$ cat src/shrb_defines.svh
// Purpose: Offsets, field positions and reset values of the service header register bank
// Assumes: Byte-wide register port with internal addresses
// Notes:   Definitions only
`ifndef SHRB_DEFINES_SVH
`define SHRB_DEFINES_SVH

// ==========================================
// Register offsets
`define SHRB_ADDR_W            10
`define SHRB_OFF_STRATEGY      10'h001
`define SHRB_OFF_IND_ONE       10'h002
`define SHRB_OFF_IND_TWO       10'h003
`define SHRB_OFF_SHORT_LO      10'h005
`define SHRB_OFF_SHORT_HI      10'h006
`define SHRB_OFF_LONG_LO       10'h007
`define SHRB_OFF_LONG_HI       10'h00e
`define SHRB_OFF_COMP_SEL      10'h00f
`define SHRB_OFF_CIPHER_MODE   10'h018
`define SHRB_OFF_KEY_SEL_LO    10'h019
`define SHRB_OFF_KEY_SEL_HI    10'h01a
`define SHRB_OFF_PIW_LO        10'h038
`define SHRB_OFF_PIW_HI        10'h03f
`define SHRB_OFF_MULTIFRAME    10'h041

// ==========================================
// Field positions
`define SHRB_SEL_A_EN_BIT      7
`define SHRB_SEL_B_EN_BIT      3
`define SHRB_MF_START_BIT      4
`define SHRB_MODE_NORMAL_BIT   0

// ==========================================
// Reset values
`define SHRB_RST_BYTE          8'h00
`define SHRB_RST_KEY_SEL       16'h0000
`define SHRB_RST_PIW           64'h0000_0000_0000_0000
`define SHRB_RST_MODE          1'b0
`define SHRB_READ_ZERO         8'h00

`endif

$ cat src/shrb_pkg.sv
// Purpose: Types shared by the service header register bank
// Assumes: Nothing beyond the defines header
// Notes:   Types only
package shrb_pkg;

    // Fields decoded from one service control header
    typedef struct packed {
        logic [3:0]  strategy;
        logic [4:0]  ind_one;
        logic [6:0]  ind_two;
        logic        start_flag;
        logic [3:0]  segment_field;
        logic [15:0] data_short;
        logic [63:0] data_long;
    } shrb_header_t;

    // Strategy codes
    typedef enum logic [3:0] {
        SHRB_STRAT_NONE     = 4'h0,
        SHRB_STRAT_STATIC   = 4'h1,
        SHRB_STRAT_COMMON_A = 4'h2,
        SHRB_STRAT_CHAN_A   = 4'h4,
        SHRB_STRAT_CHAN_B   = 4'h5
    } shrb_strategy_t;

    // Decoded component selection path
    typedef struct packed {
        logic       enable;
        logic [2:0] component;
    } shrb_path_t;

endpackage

$ cat src/shrb_bank.sv
// Purpose: Register bank holding decoded service header fields and software controls
// Assumes: Synchronous byte register port on the system clock; header fields come from same-clock logic
// Notes:   Reads return data one cycle after the read strobe
//
// Summary of operation
// RQ1 - Strategy register: upper nibble zero, lower nibble the received strategy code.
// RQ2 - Codes 0100 and 0101 are channel keys for periods A and B.
// RQ3 - First indicator register: bits 7:5 zero, indicator in bits 4:0.
// RQ4 - Second indicator register: bit 7 zero, indicator in bits 6:0.
// RQ5 - Multiframe register bit 4 is the start flag; bits 7:5 zero.
// RQ6 - With start flag set, bits 3:0 give segment count minus one.
// RQ7 - With start flag clear, bits 3:0 give segment offset.
// RQ8 - Short aux data readable as two bytes, high at 006, low at 005.
// RQ9 - Long aux data readable as eight bytes, 00E high down to 007.
// RQ10 - Component select bit 7 enables path A, bits 6:4 pick component.
// RQ11 - Component select bit 3 enables path B, bits 2:0 pick component.
// RQ12 - Only preset word zero is writable, eight write-only bytes 038 to 03F.
// RQ13 - Cipher mode bit 0: one normal operation, zero blocking enabled.
// RQ14 - Static key selector bit n enables key n for read-out.
// RQ15 - Strategy register sits at 001 and is read-only.
// RQ16 - Header fields refresh together on each valid header and then hold.
`timescale 1ns/1ns
`include "shrb_defines.svh"

module shrb_bank #(
    parameter int ADDR_W = `SHRB_ADDR_W
) (
    // Clock and reset
    input  wire logic                 i_clock,
    input  wire logic                 i_rst,
    // Register port
    input  wire logic [ADDR_W-1:0]    i_addr,
    input  wire logic                 i_wr,
    input  wire logic                 i_rd,
    input  wire logic [7:0]           i_wdata,
    output logic      [7:0]           o_rdata,
    output logic                      o_rvalid,
    // Decoded header from the demultiplexer
    input  wire logic                 i_hdr_valid,
    input  wire shrb_pkg::shrb_header_t i_hdr,
    // Controls to the channel logic
    output shrb_pkg::shrb_path_t      o_path_a,
    output shrb_pkg::shrb_path_t      o_path_b,
    output logic                      o_normal_mode,
    output logic                      o_blocking,
    output logic      [15:0]          o_key_enable,
    output logic      [63:0]          o_preset_word,
    output logic                      o_chan_key
);

    // ==========================================
    // Address decoding
    function automatic logic in_range(input logic [ADDR_W-1:0] a,
                                      input logic [ADDR_W-1:0] lo,
                                      input logic [ADDR_W-1:0] hi);
        in_range = (a >= lo) && (a <= hi);
    endfunction

    function automatic logic [2:0] byte_index(input logic [ADDR_W-1:0] a,
                                              input logic [ADDR_W-1:0] lo);
        logic [ADDR_W-1:0] d;
        d = a - lo;
        byte_index = d[2:0];
    endfunction

    // ==========================================
    // Header capture
    shrb_pkg::shrb_header_t hdr_reg;

    always_ff @(posedge i_clock or posedge i_rst)
    begin
        if (i_rst)
        begin
            hdr_reg <= '0;
        end
        else if (i_hdr_valid)
        begin
            hdr_reg <= i_hdr; // [RQ16]
        end
    end

    // ==========================================
    // Software controls
    logic [7:0]  comp_sel_reg;
    logic        mode_reg;
    logic [15:0] key_sel_reg;
    logic [63:0] piw_reg;

    always_ff @(posedge i_clock or posedge i_rst)
    begin
        if (i_rst)
        begin
            comp_sel_reg <= `SHRB_RST_BYTE;
        end
        else if (i_wr && i_addr == `SHRB_OFF_COMP_SEL)
        begin
            comp_sel_reg <= i_wdata; // [RQ10] [RQ11]
        end
    end

    always_ff @(posedge i_clock or posedge i_rst)
    begin
        if (i_rst)
        begin
            mode_reg <= `SHRB_RST_MODE;
        end
        else if (i_wr && i_addr == `SHRB_OFF_CIPHER_MODE)
        begin
            mode_reg <= i_wdata[`SHRB_MODE_NORMAL_BIT]; // [RQ13]
        end
    end

    always_ff @(posedge i_clock or posedge i_rst)
    begin
        if (i_rst)
        begin
            key_sel_reg <= `SHRB_RST_KEY_SEL;
        end
        else if (i_wr && i_addr == `SHRB_OFF_KEY_SEL_LO)
        begin
            key_sel_reg[7:0] <= i_wdata; // [RQ14]
        end
        else if (i_wr && i_addr == `SHRB_OFF_KEY_SEL_HI)
        begin
            key_sel_reg[15:8] <= i_wdata; // [RQ14]
        end
    end

    // Write-only word; reads of its addresses return zero
    genvar g;
    generate
        for (g = 0; g < 8; g++)
        begin : g_piw
            always_ff @(posedge i_clock or posedge i_rst)
            begin
                if (i_rst)
                begin
                    piw_reg[g*8 +: 8] <= `SHRB_RST_BYTE;
                end
                else if (i_wr && i_addr == `SHRB_OFF_PIW_LO + ADDR_W'(g))
                begin
                    piw_reg[g*8 +: 8] <= i_wdata; // [RQ12]
                end
            end
        end
    endgenerate

    // ==========================================
    // Control outputs
    always_comb
    begin
        o_path_a.enable    = comp_sel_reg[`SHRB_SEL_A_EN_BIT]; // [RQ10]
        o_path_a.component = comp_sel_reg[6:4];
        o_path_b.enable    = comp_sel_reg[`SHRB_SEL_B_EN_BIT]; // [RQ11]
        o_path_b.component = comp_sel_reg[2:0];
    end

    assign o_normal_mode = mode_reg;       // [RQ13]
    assign o_blocking    = ~mode_reg;      // [RQ13]
    assign o_key_enable  = key_sel_reg;    // [RQ14]
    assign o_preset_word = piw_reg;        // [RQ12]
    // Channel-specific key in force for either period
    assign o_chan_key    = (hdr_reg.strategy == shrb_pkg::SHRB_STRAT_CHAN_A) ||
                           (hdr_reg.strategy == shrb_pkg::SHRB_STRAT_CHAN_B); // [RQ2]

    // ==========================================
    // Read mux
    logic [7:0] rd_next;

    always_comb
    begin
        rd_next = `SHRB_READ_ZERO;
        if (i_addr == `SHRB_OFF_STRATEGY)
        begin
            rd_next = {4'h0, hdr_reg.strategy}; // [RQ1] [RQ15]
        end
        else if (i_addr == `SHRB_OFF_IND_ONE)
        begin
            rd_next = {3'h0, hdr_reg.ind_one}; // [RQ3]
        end
        else if (i_addr == `SHRB_OFF_IND_TWO)
        begin
            rd_next = {1'h0, hdr_reg.ind_two}; // [RQ4]
        end
        else if (i_addr == `SHRB_OFF_SHORT_LO)
        begin
            rd_next = hdr_reg.data_short[7:0]; // [RQ8]
        end
        else if (i_addr == `SHRB_OFF_SHORT_HI)
        begin
            rd_next = hdr_reg.data_short[15:8]; // [RQ8]
        end
        else if (in_range(i_addr, `SHRB_OFF_LONG_LO, `SHRB_OFF_LONG_HI))
        begin
            rd_next = hdr_reg.data_long[byte_index(i_addr, `SHRB_OFF_LONG_LO)*8 +: 8]; // [RQ9]
        end
        else if (i_addr == `SHRB_OFF_COMP_SEL)
        begin
            rd_next = comp_sel_reg;
        end
        else if (i_addr == `SHRB_OFF_CIPHER_MODE)
        begin
            rd_next = {7'h00, mode_reg};
        end
        else if (i_addr == `SHRB_OFF_KEY_SEL_LO)
        begin
            rd_next = key_sel_reg[7:0];
        end
        else if (i_addr == `SHRB_OFF_KEY_SEL_HI)
        begin
            rd_next = key_sel_reg[15:8];
        end
        else if (i_addr == `SHRB_OFF_MULTIFRAME)
        begin
            // Low nibble is count-1 or offset depending on the start flag
            rd_next = {3'h0, hdr_reg.start_flag, hdr_reg.segment_field}; // [RQ5] [RQ6] [RQ7]
        end
    end

    always_ff @(posedge i_clock or posedge i_rst)
    begin
        if (i_rst)
        begin
            o_rdata  <= `SHRB_READ_ZERO;
            o_rvalid <= 1'b0;
        end
        else
        begin
            o_rvalid <= i_rd;
            if (i_rd)
            begin
                o_rdata <= rd_next;
            end
        end
    end

    // ==========================================
    // Checks
    chk_strategy_read: assert property (@(posedge i_clock) disable iff (i_rst) // [RQ1]
        i_rd && i_addr == `SHRB_OFF_STRATEGY |=> o_rdata == {4'h0, $past(hdr_reg.strategy)})
        else $error("strategy read mismatch");

    chk_ind_one_zero: assert property (@(posedge i_clock) disable iff (i_rst) // [RQ3]
        i_rd && i_addr == `SHRB_OFF_IND_ONE |=> o_rdata[7:5] == 3'h0 && o_rvalid)
        else $error("indicator one upper bits set");

    chk_ind_two_zero: assert property (@(posedge i_clock) disable iff (i_rst) // [RQ4]
        i_rd && i_addr == `SHRB_OFF_IND_TWO |=> o_rdata[7] == 1'b0)
        else $error("indicator two bit 7 set");

    chk_mf_layout: assert property (@(posedge i_clock) disable iff (i_rst) // [RQ5]
        i_rd && i_addr == `SHRB_OFF_MULTIFRAME |=>
        o_rdata == {3'h0, $past(hdr_reg.start_flag), $past(hdr_reg.segment_field)})
        else $error("multiframe read mismatch");

    chk_hdr_capture: assert property (@(posedge i_clock) disable iff (i_rst) // [RQ16]
        i_hdr_valid |=> hdr_reg == $past(i_hdr))
        else $error("header not captured");

    chk_hdr_hold: assert property (@(posedge i_clock) disable iff (i_rst) // [RQ16]
        !i_hdr_valid |=> $stable(hdr_reg))
        else $error("header changed without valid");

    chk_short_hi: assert property (@(posedge i_clock) disable iff (i_rst) // [RQ8]
        i_rd && i_addr == `SHRB_OFF_SHORT_HI && !i_hdr_valid |=> o_rdata == hdr_reg.data_short[15:8])
        else $error("short data high byte mismatch");

    chk_long_top: assert property (@(posedge i_clock) disable iff (i_rst) // [RQ9]
        i_rd && i_addr == `SHRB_OFF_LONG_HI && !i_hdr_valid |=> o_rdata == hdr_reg.data_long[63:56])
        else $error("long data top byte mismatch");

    chk_path_a: assert property (@(posedge i_clock) disable iff (i_rst) // [RQ10]
        i_wr && i_addr == `SHRB_OFF_COMP_SEL |=>
        o_path_a.enable == $past(i_wdata[7]) && o_path_a.component == $past(i_wdata[6:4]))
        else $error("path A select mismatch");

    chk_path_b: assert property (@(posedge i_clock) disable iff (i_rst) // [RQ11]
        i_wr && i_addr == `SHRB_OFF_COMP_SEL |=>
        o_path_b.enable == $past(i_wdata[3]) && o_path_b.component == $past(i_wdata[2:0]))
        else $error("path B select mismatch");

    chk_piw_wo: assert property (@(posedge i_clock) disable iff (i_rst) // [RQ12]
        i_rd && i_addr == `SHRB_OFF_PIW_HI |=> o_rdata == 8'h00)
        else $error("preset word readable");

    chk_piw_top: assert property (@(posedge i_clock) disable iff (i_rst) // [RQ12]
        i_wr && i_addr == `SHRB_OFF_PIW_HI |=> o_preset_word[63:56] == $past(i_wdata))
        else $error("preset word top byte not written");

    chk_mode_block: assert property (@(posedge i_clock) disable iff (i_rst) // [RQ13]
        i_wr && i_addr == `SHRB_OFF_CIPHER_MODE && !i_wdata[0] |=> o_blocking && !o_normal_mode)
        else $error("blocking not enabled");

    chk_key_hi: assert property (@(posedge i_clock) disable iff (i_rst) // [RQ14]
        i_wr && i_addr == `SHRB_OFF_KEY_SEL_HI |=> o_key_enable[15:8] == $past(i_wdata))
        else $error("key selector high byte mismatch");

    chk_strat_ro: assert property (@(posedge i_clock) disable iff (i_rst) // [RQ15]
        i_wr && i_addr == `SHRB_OFF_STRATEGY && !i_hdr_valid |=> $stable(hdr_reg.strategy))
        else $error("strategy register written");

    chk_chan_key: assert property (@(posedge i_clock) disable iff (i_rst) // [RQ2]
        i_hdr_valid && i_hdr.strategy == 4'h5 |=> o_chan_key)
        else $error("channel key code not flagged");

    chk_chan_key_off: assert property (@(posedge i_clock) disable iff (i_rst) // [RQ2]
        i_hdr_valid && i_hdr.strategy != 4'h4 && i_hdr.strategy != 4'h5 |=> !o_chan_key)
        else $error("channel key flagged for other code");

    chk_strat_zero: assert property (@(posedge i_clock) disable iff (i_rst) // [RQ1]
        i_rd && i_addr == `SHRB_OFF_STRATEGY |=> o_rdata[7:4] == 4'h0)
        else $error("strategy upper nibble set");

    chk_ind_one_val: assert property (@(posedge i_clock) disable iff (i_rst) // [RQ3]
        i_rd && i_addr == `SHRB_OFF_IND_ONE && !i_hdr_valid |=> o_rdata[4:0] == hdr_reg.ind_one)
        else $error("indicator one value mismatch");

    chk_ind_two_val: assert property (@(posedge i_clock) disable iff (i_rst) // [RQ4]
        i_rd && i_addr == `SHRB_OFF_IND_TWO && !i_hdr_valid |=> o_rdata[6:0] == hdr_reg.ind_two)
        else $error("indicator two value mismatch");

    chk_seg_field: assert property (@(posedge i_clock) disable iff (i_rst) // [RQ6] [RQ7]
        i_rd && i_addr == `SHRB_OFF_MULTIFRAME && !i_hdr_valid |=> o_rdata[3:0] == hdr_reg.segment_field)
        else $error("segment field mismatch");

    chk_short_lo: assert property (@(posedge i_clock) disable iff (i_rst) // [RQ8]
        i_rd && i_addr == `SHRB_OFF_SHORT_LO && !i_hdr_valid |=> o_rdata == hdr_reg.data_short[7:0])
        else $error("short data low byte mismatch");

    chk_long_bottom: assert property (@(posedge i_clock) disable iff (i_rst) // [RQ9]
        i_rd && i_addr == `SHRB_OFF_LONG_LO && !i_hdr_valid |=> o_rdata == hdr_reg.data_long[7:0])
        else $error("long data bottom byte mismatch");

    chk_piw_bottom: assert property (@(posedge i_clock) disable iff (i_rst) // [RQ12]
        i_wr && i_addr == `SHRB_OFF_PIW_LO |=> o_preset_word[7:0] == $past(i_wdata))
        else $error("preset word bottom byte not written");

    chk_mode_normal: assert property (@(posedge i_clock) disable iff (i_rst) // [RQ13]
        i_wr && i_addr == `SHRB_OFF_CIPHER_MODE && i_wdata[0] |=> o_normal_mode && !o_blocking)
        else $error("normal mode not selected");

    chk_mode_rsv: assert property (@(posedge i_clock) disable iff (i_rst) // [RQ13]
        i_rd && i_addr == `SHRB_OFF_CIPHER_MODE |=> o_rdata[7:1] == 7'h00)
        else $error("cipher mode reserved bits set");

    chk_key_lo: assert property (@(posedge i_clock) disable iff (i_rst) // [RQ14]
        i_wr && i_addr == `SHRB_OFF_KEY_SEL_LO |=> o_key_enable[7:0] == $past(i_wdata))
        else $error("key selector low byte mismatch");

    chk_key_lo_keep: assert property (@(posedge i_clock) disable iff (i_rst) // [RQ14]
        i_wr && i_addr == `SHRB_OFF_KEY_SEL_HI |=> o_key_enable[7:0] == $past(o_key_enable[7:0]))
        else $error("key selector low byte disturbed");

endmodule

$ cat config.mk
export PLATFORM = sky130hd
export DESIGN_NAME = shrb_bank
export DESIGN_NICKNAME = d
export VERILOG_FILES = /design/src/shrb_pkg.sv /design/src/shrb_bank.sv
export VERILOG_INCLUDE_DIRS = /design/src /design/src/src
export SDC_FILE = /design/constraint.sdc
export NUM_CORES = 1
export LEC_CHECK = 0
export ABC_AREA = 1
export BUFFER_PORTS_ARGS = -buffer_cell sky130_fd_sc_hd__buf_2
export CORE_AREA = 4 4 231 165
export DETAILED_ROUTE_END_ITERATION = 10
export DIE_AREA = 0 0 235 169
export HOLD_SLACK_MARGIN = 0.03
export SETUP_SLACK_MARGIN = 0.15
export SYNTH_ARGS = -nofsm -noshare
export SYNTH_HDL_FRONTEND = slang
export SYNTH_SLANG_ARGS = --single-unit
$ cat constraint.sdc
create_clock -name i_clock -period 6.8 [get_ports i_clock]
set_clock_uncertainty 0.15 [all_clocks]
set_input_delay 0.68 -clock i_clock [delete_from_list [all_inputs] [get_ports i_clock]]
set_output_delay 0.68 -clock i_clock [all_outputs]
set_load 0.01 [all_outputs]
# == Word level (Yosys, flattened, before mapping) ==
# Cells that the tools add are included.
# word_totals
ff_bits,199
out_inout_bits,100
# classes
add_sub_neg,1
magnitude_cmp,2
eq_ne,20
n_shift,1
muxes,11
bitwise,2
n_reduce_logical,15
# op_table
op,count
$eq 10x6->1 const B,8
$mux 8,10
$shiftx 64x7->8,1
$eq 10x5->1 const B,3
$eq 10x2->1 const B,2
$eq 10x3->1 const B,2
$logic_and 1x1->1,13
$eq 10x1->1 const B,1
$eq 10x4->1 const B,1
$eq 10x7->1 const B,1
$ge 10x3->1 const B,1
$le 10x4->1 const B,1
$eq 4x3->1 const B,2
$mux 5,1
$sub 3x3->3 const B,1
$not 1->1,2
$reduce_and 2->1,1
$logic_or 1x1->1,1

# == Longest topological paths before layout ==
# depth
word_depth,12
mapped_depth,19

# == Least setup slack after synthesis ==
# No wires, ideal clock.
# synth_timing
path_type,input -> register
startpoint,input port i_addr[0]
endpoint,register o_rdata[7]
setup_time_ps,132
arrival_time_ps,2487
required_ps,6518
setup_slack_ps,4031
path_stages,12
cell_sequence,clkinv_1 -> clkbuf_1 -> ha_1 -> buf_2 -> buf_1 -> o21ai_0 -> o211ai_1 -> nand3_1 -> o211ai_1 -> o211ai_1 -> o21ai_1 -> o21ai_1
# synth_via
elab_chain_cells,11
# synth_rtl
item,line,text
"start, declared",shrb_bank.sv:32,"input wire logic [ADDR_W-1:0] i_addr,"
branches (longest 10 deep; another with $sub 3x3->3),-,
$mux 8 (*),shrb_bank.sv:173,if (i_addr == `SHRB_OFF_STRATEGY)
"end signal, assigned",shrb_bank.sv:224,o_rdata <= `SHRB_READ_ZERO;
"end signal, assigned",shrb_bank.sv:232,o_rdata <= rd_next;
"end, declared",shrb_bank.sv:36,"output logic [7:0] o_rdata,"
# Every way passes the cells marked *.
# A chain may end at the register's enable or synchronous reset.

# == Final worst setup path ==
# layout_timing
startpoint,input port i_addr[0]
endpoint,register o_rdata[1]
# layout_via
elab_chain_cells,12
# layout_rtl
item,line
branches (longest 11 deep; another with $sub 3x3->3),-
$mux 8 (*),shrb_bank.sv:173
# Marks and branches as above.

==> metrics.cfg <==
[clock_network]
insertion_delay_ns = 0.46
ctsResizeCount = 0
cts_tree = done
postCtsHoldBufs = 0
cts.path.max_buffers = 2
h-tree-depth = 4
cts_buffers = 17
cts_setup_buffers = 0
clock_sinks = 199
path_clk_slew_ns = 0.08
cts_root_buffer = clkbuf_16

[drt]
via_count = 7558
vias_per_cell = 4.417
drt_iter0_markers = 691
postRouteWirelength_um = 31430
drc = 0
dr.pass1.iters = 5
drt.antenna.violating_nets = 0
wire_per_inst_um = 18.37

[grt]
top_usage_layer = met2
grtUsageMet2 = 0.2237
grt_max_degree = 128
grt_overflow = 0
grt_pass1_vias = 7521
grt_util_met3 = 0.05993
grt_pass1_wl_um = 46930
antenna_found_initial = 10
grt_use_total = 0.1579
use_met1 = 0.2236

[placement]
dp_hpwl_um = 23490
dpl_worst_slack_ns = 2.458
placed_area_um2 = 10450
portBuffers = 223
gp_congestion = 0.8852

[timing]
max_slew_margin = 0.3514
setup_tns_ns = 0
hold_viol_final = 0
max_freq_mhz = 252.5
rsz0062_at_grt = false
finalMaxSlewViolations = 0
setup_ws_ns = 2.839
finalSetupViolCount = 0
period_needed_ns = 3.961
fin_crit_sh = 0.5825
worst_slew_pin_slew_ns = 0.9729

[die]
die-area_um2 = 39720
core_um2 = 35780
fp.dieH_um = 169
die_w_um = 235
start_util = 0.2488
ios = 224
num_rows = 58

[logic_synthesis]
avgSynthCellArea_um2 = 8.736
synth_nets = 1147
synthTopCellsByArea = dfrtp_1, o21ai_0, nand2_1
yosys_warnings = 0
synth_edf_count = 0
yosys_most_used_dff = dfrtp_1
ys_ff_latch = 199
yosys-top-cells-count = nand2_1, dfrtp_1, o21ai_0
synth_top_area_frac = 0.5594
yosysMostFrequentCell = nand2_1
syn_inst = 1019
synth_cell_type_count = 29
async_flop_share = 1.000
syn-cell-area_um2 = 8902
synth_top_area_cell = dfrtp_1
ys_seq_area_frac = 0.5594

[setup_path]
crit_path_start_kind = input port
cpMaxStageDelayCell = ha_1
critPathMaxStageDelay_ns = 0.92
worstPathArrival_ns = 4.21
end_kind = flip-flop
crit_fanout = 41
crit_top_cell = nand2_1
crit_chain = buf_2 > clkinv_1 > ha_1 > inv_1 > a21oi_1 > o21ai_0 > nand3_1 > nand3_1 > nand2_1 > inv_1 > nand2_1 > nand3_1 > nand3b_1 > nand2_1 > nand2_1 > nand2_1 > nand2_1
critical_path_required_ns = 7.05
worstSetupPathType = input port to flip-flop

[min_path]
hp-class = input port to flip-flop

[pwr]
leakage_nw = 5.557
power.density_nw_per_um2 = 231.2
ir_drop_mv = 0.1373

[cells_and_area]
fin_nets = 1341
area_delta_synth_final_pct = 23.86
largest_reg_flops = 101
drive_gt1_frac = 0.2545
stdcell_area_um2 = 11030
n_fill_cell = 3802

[job]
drv_cap = 0

[outcome]
outcome = finished clean

==> cell usage in the layout, fill, tap and decap left out, types with 17 or more instances in the layout <==
cell type  instances
nand2_1          251
inv_1            114
clkbuf_16         17
o21ai_0          195
nand3_1           47
a21oi_1           35
dfrtp_1          199
nor2_1            38
mux2_2            39
buf_2            222
==> worst max-delay path, delay by kind of cell <==
kind / cells / cell delay [ns]
buffers and inverters: 4 / 1.56
adders and majority gates: 1 / 0.92
and+or+nand+nor: 10 / 0.74
AOI/OAI and AO/OA: 2 / 0.29
==> worst paths after layout <==
path	from	endpoint	slack [ns]	depth (start not counted)
worst max register to register	hdr_reg[53]	o_rdata[5]	5.08	8
worst max-delay path	i_addr[0]	o_rdata[1]	2.84	17
worst min-delay path	i_rd	o_rvalid	0.23	1
max in group asynchronous	i_rst	o_preset_word[10]	4.69	3
min in group asynchronous	i_rst	hdr_reg[50]	0.27	2
worst min register to register	o_preset_word[15]	o_preset_word[15]	0.33	2
==> where the power goes <==
part           internal [mW]  leakage, nW  switching [mW]
clock network          0.490        0.275           0.517
logic                 0.0905         2.71           0.173
registers               1.25         2.57          0.0327
total                   1.83         5.56           0.722
==> metrics by stage <==
stage	hold slack, ns	std cells	util	power (mW)
floorplan	0.3252	1019	-	1.443
global placement	0.3105	1674	0.2920	1.562
detailed placement	0.3167	1674	0.2920	1.568
CTS	0.2107	1706	0.3079	2.591
global route	0.2172	1711	0.3082	2.680
finish	0.2304	1711	0.3082	2.549
==> area by class of cell <==
type	instances	area, um2	share of cell area
Multi-Input combinational cell	649	3271	0.2966
Antenna cell	5	12.51	0.001135
Inverter	121	461.7	0.04187
Clock inverter	13	135.1	0.01225
Clock buffer	19	432.9	0.03926
Timing Repair Buffer	225	1134	0.1028
Tap cell	480	600.6	0.05447
Sequential cell	199	4980	0.4516
==> kinds of logic after synthesis <==
group	count (synthesis)	share of synthesized area
compound gates	244	0.1410
flops	199	0.5594
buf+inv	171	0.07322
simple gates	362	0.1715
mux	39	0.04933
fa+ha+maj	4	0.005622
==> per-layer routing <==
metal / up-vias / part of all wire
met4: 6 / 0.017
met2: 222 / 0.42
met3: 32 / 0.080
met1: 3607 / 0.48
li1: 3691 / -
met5: - / 0.00089
No activity file was read; power rests on OpenSTA's default activity.
